`config.mk`:
```
export PLATFORM = sky130hd
export DESIGN_NAME = low_power_mode_clock_gater
export DESIGN_NICKNAME = d
export VERILOG_FILES = /design/src/include/lpm_pkg.sv /design/src/logic/low_power_mode_clock_gater.sv
export VERILOG_INCLUDE_DIRS = /design/src /design/src/include
export SDC_FILE = /design/constraint.sdc
export NUM_CORES = 1
export LEC_CHECK = 0
export ABC_AREA = 1
export BUFFER_PORTS_ARGS = -buffer_cell sky130_fd_sc_hd__buf_2
export CAP_MARGIN = 20
export CORE_MARGIN = 2
export CORE_UTILIZATION = 41
export CTS_CLUSTER_DIAMETER = 50
export DETAILED_ROUTE_END_ITERATION = 8
export GPL_TIMING_DRIVEN = 0
export PLACE_DENSITY = 0.77
export SETUP_SLACK_MARGIN = 0.02
export SLEW_MARGIN = 15
export SYNTH_ARGS = -nofsm -noshare
export SYNTH_HDL_FRONTEND = slang
export SYNTH_SLANG_ARGS = --single-unit
export TNS_END_PERCENT = 100
```
`constraint.sdc`:
```
create_clock -name core_clk -period 1.76 [get_ports core_clk]
set_input_delay 0.088 -clock core_clk [delete_from_list [all_inputs] [get_ports core_clk]]
set_output_delay 0.088 -clock core_clk [all_outputs]
set_load 0.005 [all_outputs]
```
`src/include/lpm_defines.svh`:
```
/*
 * register offsets, field positions and reset values of the operating-mode
 * controller. assumes a 32-bit avalon-mm slave with byte addresses.
 */
`ifndef LPM_DEFINES_SVH
`define LPM_DEFINES_SVH

`define LPM_ADDR_W 4
`define LPM_REG_MODE 4'h0
`define LPM_REG_STATUS 4'h4
`define LPM_REG_PADSEL 4'h8
`define LPM_REG_CFG 4'hC

`define LPM_MODE_LSB 0
`define LPM_MODE_MSB 2
`define LPM_STAT_ISR_BIT 3
`define LPM_STAT_SAVED_LSB 4
`define LPM_STAT_SAVED_MSB 6
`define LPM_STAT_WAKE_BIT 7
`define LPM_STAT_STATE_LSB 8
`define LPM_STAT_STATE_MSB 10
`define LPM_CRYSTAL_DRIVE_PAD_SEL_BIT 7
`define LPM_CFG_DCO_BIT 0
`define LPM_PADSEL_LSB 0
`define LPM_PADSEL_MSB 7

`define LPM_PADSEL_RST 8'h80
`define LPM_CFG_RST 1'b1
`define LPM_ERASED_VECTOR 16'hFFFF
`define LPM_MODE_MAX 3'h5

`endif

```
`src/include/lpm_pkg.sv`:
```
/*
 * types of the operating-mode controller: mode codes and controller states.
 * assumes nothing of its surroundings.
 */
package lpm_pkg;

    typedef enum logic [2:0] {
        full_run_mode     = 3'b000,
        sleep_level_zero  = 3'b001,
        sleep_level_one   = 3'b010,
        sleep_level_two   = 3'b011,
        sleep_level_three = 3'b100,
        sleep_level_four  = 3'b101
    } mode_t;

    typedef enum logic [2:0] {
        st_boot   = 3'b000,
        st_active = 3'b001,
        st_sleep  = 3'b010,
        st_wake   = 3'b011,
        st_isr    = 3'b100
    } ctl_state_t;

endpackage

```
`src/logic/low_power_mode_clock_gater.sv`:
```
/*
 * operating-mode controller: picks the run mode or one of five sleep levels,
 * gates the processor and its clocks, wakes on interrupt and restores the
 * previous sleep level on handler return; also owns the crystal pad select.
 * assumes the processor core, interrupt logic and flash word port share
 * core_clk, and an avalon-mm master with waitrequest reaches the registers.
 */
// Functional notes
// RULE_01 - six modes set by software: one run mode, five sleep levels halting the cpu.
// RULE_02 - run mode keeps main, sub-main and auxiliary clocks all running.
// RULE_03 - sleep level zero halts cpu, stops main clock, keeps sub-main and auxiliary.
// RULE_04 - sleep level one gates like level zero; dc generator off if oscillator unused.
// RULE_05 - sleep level two stops main and sub-main clocks; auxiliary and dc generator on.
// RULE_06 - sleep level three also powers down the dc generator; only auxiliary runs.
// RULE_07 - sleep level four stops all clocks, dc generator and crystal oscillator.
// RULE_08 - interrupt in any sleep level wakes for the handler; return restores that level.
// RULE_09 - crystal driver stays on port 2 bit 7 pad until its select bit clears.
// RULE_10 - an all-ones reset vector after power-up sends the device to sleep level four.
// RULE_11 - on wake, processor clocks come back before the first fetch; return regates.
`timescale 1ns/1ps
`include "lpm_defines.svh"

module low_power_mode_clock_gater (
    input wire logic core_clk,
    input wire logic sys_rst,
    input wire logic [`LPM_ADDR_W-1:0] avs_address,
    input wire logic avs_read,
    input wire logic avs_write,
    input wire logic [31:0] avs_writedata,
    input wire logic [3:0] avs_byteenable,
    output logic [31:0] avs_readdata,
    output logic avs_waitrequest,
    input wire logic irq_pending,
    input wire logic handler_return,
    input wire logic [15:0] reset_vector,
    output logic cpu_halt,
    output logic main_clk_en,
    output logic sub_main_clock_en,
    output logic aux_clk_en,
    output logic dc_gen_en,
    output logic crystal_osc_en,
    output logic crystal_drive_pad_attach,
    output lpm_pkg::mode_t current_mode
);
    import lpm_pkg::*;

    // controller state
    ctl_state_t st_r, st_nxt;
    mode_t mode_r, mode_nxt;
    mode_t saved_r, saved_nxt;
    logic woke_r, woke_nxt;

    // registers seen by software
    logic [7:0] padsel_r, padsel_nxt;
    logic dco_used_r, dco_used_nxt;

    // bus slave
    logic wait_r, wait_nxt;
    logic [31:0] rdata_r, rdata_nxt;

    // gating outputs
    logic halt_r, halt_nxt;
    logic mclk_r, mclk_nxt;
    logic sub_main_clock_r, sub_main_clock_nxt;
    logic aclk_r, aclk_nxt;
    logic dcgen_r, dcgen_nxt;
    logic xtal_r, xtal_nxt;
    logic attach_r, attach_nxt;

    logic bus_req;
    logic wr_take;
    logic mode_wr;
    logic [2:0] wr_mode;
    logic wr_mode_ok;
    mode_t ret_mode;

    assign bus_req = avs_read | avs_write;
    // a write lands on the edge at which waitrequest is seen low
    assign wr_take = avs_write & ~wait_r & avs_byteenable[0];
    assign wr_mode = avs_writedata[`LPM_MODE_MSB:`LPM_MODE_LSB];
    // codes above the last sleep level are refused and the mode stays
    assign wr_mode_ok = (wr_mode <= `LPM_MODE_MAX); // see RULE_01
    assign mode_wr = wr_take & (avs_address == `LPM_REG_MODE) & wr_mode_ok;
    // level to fall back to on handler return; a write in the same cycle wins
    assign ret_mode = mode_wr ? mode_t'(wr_mode) : saved_r;

    // avalon slave: one wait cycle, then a single-cycle acknowledge
    always_comb begin
        wait_nxt = 1'b1;
        rdata_nxt = rdata_r;
        if (bus_req && wait_r) begin
            wait_nxt = 1'b0;
            rdata_nxt = 32'h0000_0000;
            // captured on the seeing edge so the data stand at the acknowledge edge
            if (avs_read) begin
                unique case (avs_address)
                    `LPM_REG_MODE: begin
                        rdata_nxt[`LPM_MODE_MSB:`LPM_MODE_LSB] = mode_r;
                    end
                    `LPM_REG_STATUS: begin
                        rdata_nxt[`LPM_MODE_MSB:`LPM_MODE_LSB] = mode_r;
                        rdata_nxt[`LPM_STAT_ISR_BIT] = (st_r == st_isr);
                        rdata_nxt[`LPM_STAT_SAVED_MSB:`LPM_STAT_SAVED_LSB] = saved_r;
                        rdata_nxt[`LPM_STAT_WAKE_BIT] = woke_r;
                        rdata_nxt[`LPM_STAT_STATE_MSB:`LPM_STAT_STATE_LSB] = st_r;
                    end
                    `LPM_REG_PADSEL: begin
                        rdata_nxt[`LPM_PADSEL_MSB:`LPM_PADSEL_LSB] = padsel_r;
                    end
                    `LPM_REG_CFG: begin
                        rdata_nxt[`LPM_CFG_DCO_BIT] = dco_used_r;
                    end
                    default: begin
                        rdata_nxt = 32'h0000_0000;
                    end
                endcase
            end
        end
    end

    always_ff @(posedge core_clk) begin
        if (sys_rst) begin
            wait_r <= 1'b1;
            rdata_r <= 32'h0000_0000;
        end else begin
            wait_r <= wait_nxt;
            rdata_r <= rdata_nxt;
        end
    end

    // software configuration registers
    always_comb begin
        padsel_nxt = padsel_r;
        dco_used_nxt = dco_used_r;
        if (wr_take && avs_address == `LPM_REG_PADSEL) begin
            padsel_nxt = avs_writedata[`LPM_PADSEL_MSB:`LPM_PADSEL_LSB];
        end
        if (wr_take && avs_address == `LPM_REG_CFG) begin
            dco_used_nxt = avs_writedata[`LPM_CFG_DCO_BIT];
        end
    end

    always_ff @(posedge core_clk) begin
        if (sys_rst) begin
            padsel_r <= `LPM_PADSEL_RST; // see RULE_09
            // the oscillator counts as used until software says otherwise
            dco_used_r <= `LPM_CFG_RST;
        end else begin
            padsel_r <= padsel_nxt;
            dco_used_r <= dco_used_nxt;
        end
    end

    // mode sequencer
    always_comb begin
        st_nxt = st_r;
        mode_nxt = mode_r;
        saved_nxt = saved_r;
        woke_nxt = woke_r;
        unique case (st_r)
            st_boot: begin
                // the vector word is looked at once, in the first cycle after reset
                if (reset_vector == `LPM_ERASED_VECTOR) begin
                    st_nxt = st_sleep; // see RULE_10
                    mode_nxt = sleep_level_four;
                end else begin
                    st_nxt = st_active;
                    mode_nxt = full_run_mode;
                end
            end
            st_active: begin
                if (mode_wr && wr_mode != full_run_mode) begin
                    st_nxt = st_sleep; // see RULE_01
                    mode_nxt = mode_t'(wr_mode);
                end
            end
            st_sleep: begin
                // an interrupt outranks a mode write in the same cycle
                if (irq_pending) begin
                    st_nxt = st_wake; // see RULE_08
                    saved_nxt = mode_r;
                    mode_nxt = full_run_mode;
                    woke_nxt = 1'b1;
                end else if (mode_wr) begin
                    mode_nxt = mode_t'(wr_mode);
                    if (wr_mode == full_run_mode) begin
                        st_nxt = st_active;
                    end
                end
            end
            st_wake: begin
                // clocks are back this cycle; the cpu is released next
                st_nxt = st_isr; // see RULE_11
            end
            st_isr: begin
                // a mode write inside the handler edits the level to return to
                if (mode_wr) begin
                    saved_nxt = mode_t'(wr_mode);
                end
                if (handler_return) begin
                    mode_nxt = ret_mode; // see RULE_08
                    st_nxt = (ret_mode == full_run_mode) ? st_active : st_sleep; // see RULE_11
                end
            end
            default: begin
                st_nxt = st_boot;
            end
        endcase
    end

    always_ff @(posedge core_clk) begin
        if (sys_rst) begin
            st_r <= st_boot;
            mode_r <= full_run_mode;
            saved_r <= full_run_mode;
            // sticky wake flag: only reset clears it
            woke_r <= 1'b0;
        end else begin
            st_r <= st_nxt;
            mode_r <= mode_nxt;
            saved_r <= saved_nxt;
            woke_r <= woke_nxt;
        end
    end

    // clock and oscillator gating, decoded from the next mode so outputs
    // change on the same edge as the state
    always_comb begin
        halt_nxt = 1'b1;
        mclk_nxt = 1'b1;
        sub_main_clock_nxt = 1'b1;
        aclk_nxt = 1'b1;
        dcgen_nxt = 1'b1;
        xtal_nxt = 1'b1;
        unique case (mode_nxt)
            full_run_mode: begin // see RULE_02
                // handler, wake and run all see full clocks; halt only in
                // wake or boot so the first fetch follows a running main clock
                halt_nxt = (st_nxt == st_wake) || (st_nxt == st_boot); // see RULE_11
            end
            sleep_level_zero: begin
                mclk_nxt = 1'b0; // see RULE_03
            end
            sleep_level_one: begin
                mclk_nxt = 1'b0;
                dcgen_nxt = dco_used_r; // see RULE_04
            end
            sleep_level_two: begin
                mclk_nxt = 1'b0;
                sub_main_clock_nxt = 1'b0; // see RULE_05
            end
            sleep_level_three: begin
                mclk_nxt = 1'b0;
                sub_main_clock_nxt = 1'b0;
                dcgen_nxt = 1'b0; // see RULE_06
            end
            sleep_level_four: begin
                mclk_nxt = 1'b0;
                sub_main_clock_nxt = 1'b0;
                aclk_nxt = 1'b0;
                dcgen_nxt = 1'b0;
                xtal_nxt = 1'b0; // see RULE_07
            end
            default: begin
                // codes six and seven never reach mode_nxt; keep the cpu halted
                halt_nxt = 1'b1;
            end
        endcase
        // pad attach follows the select bit alone; no sleep level touches it
        attach_nxt = padsel_nxt[`LPM_CRYSTAL_DRIVE_PAD_SEL_BIT]; // see RULE_09
    end

    always_ff @(posedge core_clk) begin
        if (sys_rst) begin
            halt_r <= 1'b1;
            mclk_r <= 1'b1; // see RULE_02
            sub_main_clock_r <= 1'b1;
            aclk_r <= 1'b1;
            dcgen_r <= 1'b1;
            xtal_r <= 1'b1;
            attach_r <= 1'b1;
        end else begin
            halt_r <= halt_nxt;
            mclk_r <= mclk_nxt;
            sub_main_clock_r <= sub_main_clock_nxt;
            aclk_r <= aclk_nxt;
            dcgen_r <= dcgen_nxt;
            xtal_r <= xtal_nxt;
            attach_r <= attach_nxt;
        end
    end

    assign avs_readdata = rdata_r;
    assign avs_waitrequest = wait_r;
    assign cpu_halt = halt_r;
    assign main_clk_en = mclk_r;
    assign sub_main_clock_en = sub_main_clock_r;
    assign aux_clk_en = aclk_r;
    assign dc_gen_en = dcgen_r;
    assign crystal_osc_en = xtal_r;
    assign crystal_drive_pad_attach = attach_r;
    assign current_mode = mode_r;

endmodule

```
==> run_results.csv, run 1 <==
group,metric,value,unit
place,dp_hpwl,3920,um
floorplanning,core_area,4750,sq um
floorplanning,start_util,42.7,%
grt,grt_pass1_wl,8330,um
finish,syn_to_final_growth,34.9,%
setup_path,end_kind,"flop",
setup_path,crit_type,"flop to flop",
route,drt-pass1-iter-count,4,
place,post-place-ws,-0.146,ns
timing,finalHoldViolCount,0,
timing,fmax,0.565,GHz
clock_tree,clk-insertion-delay-late,0.29,ns
synth,synth_area,2030,sq um
floorplanning,num_rows,25,
synth,synthMuxAreaShare,0.493,%
place,place_congestion,0.910,
place,dp_cells,446,
hold_path,hold_path.class,"input port to flop",
timing,finClkSkew,0.00823,ns
timing,setup_viol,1,
power,irDropWorstVdd,0.433,mV
finish,fin_cells,464,
synth,synth_top_cell_area_share,35.5,%
grt,grt_overflow,0,
grt,grtUsageMet1,23.4,%
grt,grt_max_degree,13,
grt,grt_usage,19.5,%
grt,use_met2,33.7,%
run,cap_violations,0,
route,via_count,2185,
grt,grt_pass1_vias,1914,
synth,netlist_top_cells_area,"dfxtp_1, nand2_1, buf_4",
timing,rsz0062_at_grt,"yes",
synth,yosys_warnings,0,
clock_tree,cts_buffers,5,
setup_path,critical_path.cell_chain,"inv_2 -> nand3_4 -> nor2_8 -> nand2_4 -> nand2_2 -> nand2_2 -> nor2_2 -> nor2_1 -> nand2_1 -> nand2_2 -> inv_2 -> ha_4 -> nor2_4 -> a21oi_2",
route,vias_per_cell,4.71,
synth,synth_fa_ha_area_share,0.616,%
route,wl_per_cell,11.4,um
place,portBuffers,56,
timing,slew_viol_final,0,
grt,top_usage_layer,"met2",
clock_tree,cts.sinks,36,
setup_path,slowest_delay,0.33,ns
synth,netlist_instances,303,
timing,maxSlewHeadroom,59.0,%
synth,synth_xor_area_share,0,%
setup_path,cpMostUsedCell,"nand2_2",
synth,synth_seq_cells,36,
clock_tree,clockBufferDepth,2,
floorplanning,die_h,74.4,um
grt,antenna_found_initial,0,
clock_tree,clk_pin_slew,0.08,ns
timing,worstMarginPinSlew,0.615,ns
power,power_density,636,nW/um^2
timing,min_period_over_period,101,%
setup_path,crit_family,"simple AND/OR/NAND/NOR gates",
setup_path,cp.required,1.94,ns
setup_path,slowest_stage,"dfxtp_2",
route,drc,0,
setup_path,critPathLaunchType,"flop",
clock_tree,cts_tree,"built",
run_status,violations,"setup timing",
synth,yosysUniqueCellTypes,32,
timing,period_minus_slack,1.77,ns
finish,num_antenna_cells,0,
synth,ys_seq_area_share,35.5,%
timing,fin_ws,-0.0102,ns
synth,synth_compound_area_share,13.5,%
finish,drive_gt1_share,35.0,%
floorplanning,fp.dieW,74.4,um
setup_path,cp_max_fo,7,
synth,synth_top_family_by_area,"simple AND/OR/NAND/NOR gates",
floorplanning,io_pins,105,
synth,avgSynthCellArea,6.71,sq um
clock_tree,cts-root-buf,"clkbuf_8",
run_status,status,"finished, violations left",
finish,fin_nets,459,
setup_path,timing.critical_path.buf_inv,2,
finish,nFillCells,478,
clock_tree,htreeDepth,2,
route,wl,5270,um
synth,yosys.area_share.simple,34.1,%
grt,met3_usage,4.61,%
setup_path,crit_arrival,1.95,ns
power,p_leak,1.36,nW
route,antenna_left,0,
route,drt-initial-drc-count,109,
floorplanning,die_area,5540,sq um
synth,yosysTopAreaCell,"dfxtp_1",
[cells in the mapped netlist]
cell type and count:
nand3_1 15, nor3_1 3, nor2_8 1, o21ai_0 16, a31oi_1 5, a21oi_2 2, a32oi_1 2, buf_2 1
or2_2 1, nor2_2 5, mux2i_1 1, nand2_1 78, conb_1 1, o21a_1 1, a41oi_1 1, nor3_2 1
a21oi_1 16, nand3_2 2, inv_2 5, nor2_1 38, o21ai_2 2, ha_1 1, buf_4 22, nand4_1 4
o22ai_1 1, nand2_2 5, o211ai_1 1, inv_4 1, nand2_4 2, inv_1 29, clkbuf_1 4, dfxtp_1 36
[cells by family (layout without fill, tap and decap cells)]
kind of cell | after synthesis | in the layout
multiplexers | 1 | 1
flip-flops | 36 | 36
buffers and inverters | 62 | 136
adder cells (fa/ha/maj) | 1 | 1
AO/OA/AOI/OAI | 47 | 47
other | 1 | 21
AND/OR/NAND/NOR | 155 | 155
[cells in the final DEF, fill, tap and decap left out, types with 2 or more instances in the layout]
| cell type | netlist | routed |
|---|---|---|
| nand2_1 | 78 | 77 |
| a21oi_1 | 16 | 14 |
| nor2_2 | 5 | 7 |
| nor2_4 | 0 | 4 |
| buf_6 | 0 | 2 |
| nor2_1 | 38 | 32 |
| a32oi_1 | 2 | 2 |
| clkbuf_1 | 4 | 4 |
| nor3_1 | 3 | 3 |
| inv_2 | 5 | 6 |
| dfxtp_2 | 0 | 4 |
| buf_2 | 1 | 57 |
| nand2_2 | 5 | 6 |
| a31oi_1 | 5 | 5 |
| o21ai_2 | 2 | 2 |
| o21ai_0 | 16 | 16 |
| nand4_1 | 4 | 4 |
| nand2_4 | 2 | 2 |
| buf_4 | 22 | 30 |
| clkbuf_8 | 0 | 5 |
| nand3_1 | 15 | 15 |
| inv_1 | 29 | 28 |
| dfxtp_1 | 36 | 32 |
| conb_1 | 1 | 21 |
| a21oi_2 | 2 | 4 |
[routing by layer]
metal  share of wire (%)  wire [um]
met4                 1.5         78
met5                   0          0
met2                  50       2650
met1                  42       2190
met3                 6.7        352
[power by group]
group,leakage [nW],internal (mW),switching (mW),total (mW)
sequential,0.292,0.822,0.00671,0.828
clock,0.0541,0.419,0.301,0.720
combinational,1.02,0.0884,0.108,0.196
[flip-flops by register name (all words and copies together), names as in the netlist]
signal and cells:
avs_readdata 11, avs_waitrequest 1, cpu_halt 1, crystal_osc_en 1
current_mode 3, dc_gen_en 1, dco_used_r 1, main_clk_en 1
padsel_r 8, saved_r 3, st_r 3, sub_main_clock_en 1
woke_r 1
[stage by stage]
step                TNS, ns  cell area, sq um  hold slack, ns  utilization [%]  total power, mW
detailed placement   -0.358              2470           0.315             52.0             1.02
global placement     -0.291              2470           0.307             52.0             1.02
floorplan                 0              2110           0.168                -            0.953
finish              -0.0102              2740         0.00673             57.7             1.74
CTS                       0              2680         0.00564             56.4             1.74
global route         -0.400              2740          0.0186             57.7             1.82
[worst reg2reg max path, stage by stage, from the launching register on]
cell	delay (ns)
dfxtp_2	0.33
inv_2	0.08
nand3_4	0.11
nor2_8	0.19
nand2_4	0.10
nand2_2	0.08
nand2_2	0.06
nor2_2	0.12
nor2_1	0.05
nand2_1	0.06
nand2_2	0.07
inv_2	0.09
ha_4	0.21
nor2_4	0.08
a21oi_2	0.04
[worst paths after layout]
check / startpoint / endpoint / slack, ns / cells after the start
setup / recovery: avs_waitrequest / main_clk_en / -0.01 / 14
hold / removal: avs_writedata[7] / padsel_r[7] / 0.007 / 3
setup reg to reg: avs_waitrequest / main_clk_en / -0.01 / 14
hold reg to reg: avs_readdata[10] / avs_readdata[10] / 0.47 / 2
[what timing repair did]
item,4_1_cts,5_1_grt
endpoints found under the setup margin,3,6
pin swaps,5,4
buffers inserted,8,2
gates resized for setup,10,13
hold buffers,0,0
[final cells by class]
class                           instances  area [sq um]  area share, %
Buffer                                 27           185           6.75
Clock buffer                            5          68.8           2.51
Clock inverter                          3          42.5           1.55
Inverter                               35           134           4.88
Multi-Input combinational cell        225          1140           41.5
Sequential cell                        36           726           26.5
Tap cell                               67          83.8           3.06
Timing Repair Buffer                   66           363           13.2
(Power assumes the default switching activity.)
==> inputs of run 2 (changes only) <==
--- a/config.mk
+++ b/config.mk
@@ -14,7 +14,8 @@
 export CTS_CLUSTER_DIAMETER = 50
 export DETAILED_ROUTE_END_ITERATION = 8
 export GPL_TIMING_DRIVEN = 0
-export PLACE_DENSITY = 0.77
+export PLACE_DENSITY = 0.81
+export REMOVE_ABC_BUFFERS = 1
 export SETUP_SLACK_MARGIN = 0.02
 export SLEW_MARGIN = 15
 export SYNTH_ARGS = -nofsm -noshare
==> run 2 against run 1 <==
  * The flow still finishes with violations (setup timing)
  * Via count is 4.9% lower
  * Global-route usage shrank 1.9 points
  * Sequential share of layout area grew 2.2 points
  * Maximum frequency decreased by 2.0%
  * Combinational power decreased by 24%
  * Non-clock buffer count shrank 30
  * Largest power group unchanged
  * Hold slack lost 0.0012 ns
  * Register-to-register slack got worse by 0.04 ns
==> run_results.csv, run 2 (synthesized netlist as in run 1, its figures left out) <==
group,metric,value,unit
run_status,status,"finished, violations left",
run_status,violations,"setup timing",
setup_path,cp_max_fo,8,
finish,final_cell_mix,"nand2_1, buf_2, dfxtp_1, nor2_1, inv_1",
route,antenna_left,0,
grt,grt_usage,17.6,%
timing,finClkSkew,0.00614,ns
clock_tree,cts_tree,"built",
finish,largest_reg_flops,11,
power,combPwrFrac,9.3,%
route,vias_per_cell,4.79,
place,place_congestion,0.899,
finish,syn_to_final_growth,24.4,%
timing,slew_viol_final,0,
clock_tree,clk_pin_slew,0.07,ns
grt,grt_overflow,0,
setup_path,end_kind,"flop",
clock_tree,clockBufferDepth,2,
power,power.switching,394,uW
clock_tree,cts-root-buf,"clkbuf_8",
run,cap_violations,0,
grt,grt_pass1_wl,7490,um
setup_path,crit_type,"flop to flop",
floorplanning,die_area,5540,sq um
finish,postLayoutCellArea,2530,sq um
timing,finalHoldViolCount,0,
floorplanning,fp.dieW,74.4,um
grt,antenna_found_initial,0,
grt,grt_max_degree,24,
clock_tree,cts.sinks,36,
route,drt-initial-drc-count,154,
clock_tree,cts_buffers,5,
finish,drive_gt1_share,31.9,%
floorplanning,num_rows,25,
timing,min_period_over_period,103,%
timing,rsz0062_at_grt,"yes",
floorplanning,io_pins,105,
timing,period_minus_slack,1.81,ns
grt,grt_pass1_vias,1767,
timing,fin_ws,-0.0455,ns
floorplanning,start_util,42.7,%
timing,maxSlewHeadroom,43.3,%
setup_path,cp.required,1.94,ns
place,dp_hpwl,3460,um
hold_path,hold_path.class,"input port to flop",
power,seqPwrFrac,52.3,%
timing,setup_viol,1,
place,place_area,2290,sq um
clock_tree,cts_hold_buf,0,
finish,final_common_cell,"nand2_1",
hold_path,holdPathStages,3,
setup_path,crit_arrival,1.99,ns
power,p_int,1.19,mW
clock_tree,htreeDepth,2,
timing,worstMarginPinSlew,0.845,ns
power,p_leak,1.21,nW
route,wl,4870,um
timing,fin_tns_setup,-0.0455,ns
finish,fin_nets,429,
timing,fmax,0.554,GHz
power,irDropWorstVdd,0.281,mV
power,power_density,627,nW/um^2
route,drc,0,
finish,num_antenna_cells,0,
finish,final_util,53.2,%
setup_path,critPathLaunchType,"flop",
route,wl_per_cell,11.2,um
place,portBuffers,56,
route,drt-pass1-iter-count,4,
floorplanning,die_h,74.4,um
floorplanning,core_area,4750,sq um
route,via_count,2079,
power,swShare,24.9,%
setup_path,rr_worst_depth,13,
clock_tree,clk-insertion-delay-late,0.29,ns
power,p_clk_share,38.3,%
## run 2: cell types whose count changed in the layout (fill, tap and decap cells not counted), sizes merged
cell,previous run,this run
buf,89,63
bufinv,1,0
clkbuf,9,7
clkinv,1,0
## run 2: area by class of cell
| class | instances | area (sq um) |
|---|---|---|
| tap | 67 | 83.8 |
| timing repair buffer | 63 | 333 |
| multi-input combinational | 225 | 1160 |
| fill | 472 | 2230 |
| clock inverter | 1 | 7.51 |
| inverter | 35 | 134 |
| clock buffer | 7 | 86.3 |
| sequential | 36 | 724 |
## run 2: worst max-delay path, cell delays in order (launching register included)
cell,delay [ns]
dfxtp_2,0.33
inv_2,0.07
nand3_4,0.10
nor2_8,0.18
nand2_4,0.11
o21ai_4,0.18
nand2_1,0.07
nand2_1,0.08
inv_2,0.05
nand2_4,0.08
inv_4,0.05
ha_4,0.23
nor2_2,0.11
a21oi_2,0.04
## run 2: metrics by stage
stage | worst slack (ns) | hold slack (ns) | total power [mW] | cells
global route | -0.151 | 0.00843 | 1.64 | 434
floorplan | 0.0532 | 0.157 | 0.912 | 296
global placement | -0.311 | 0.301 | 0.978 | 419
CTS | -0.0475 | 0.00623 | 1.59 | 428
detailed placement | -0.122 | 0.309 | 0.980 | 419
finish | -0.0455 | 0.00556 | 1.59 | 434
## run 2: repair_timing
action,4_1_cts,5_1_grt
buffers inserted,1,6
gates resized for setup,10,16
endpoints found under the setup margin,10,19
pin swaps,2,6
## run 2: routing by layer
metal	vias to the layer above	wire length [um]	global-route usage (%)
li1	1049	-	-
met3	13	397	5.15
met5	-	0	0
met1	922	2020	21.1
met4	0	146	7.74
met2	95	2310	29.1
## run 2: worst paths after layout
path	to	startpoint	slack, ns
worst max-delay path	main_clk_en	avs_waitrequest	-0.05
worst min register to register	avs_readdata[0]	avs_readdata[0]	0.46
worst min-delay path	padsel_r[7]	avs_writedata[7]	0.006
worst max register to register	main_clk_en	avs_waitrequest	-0.05
## run 2: power groups by stage
stage	sequential (mW)	clock (mW)	combinational, mW
2_1_floorplan	0.845	0	0.0665
3_3_place_gp	0.846	0	0.132
3_5_place_dp	0.846	0	0.134
4_1_cts	0.828	0.619	0.139
5_1_grt	0.830	0.646	0.169
6_report	0.830	0.608	0.148
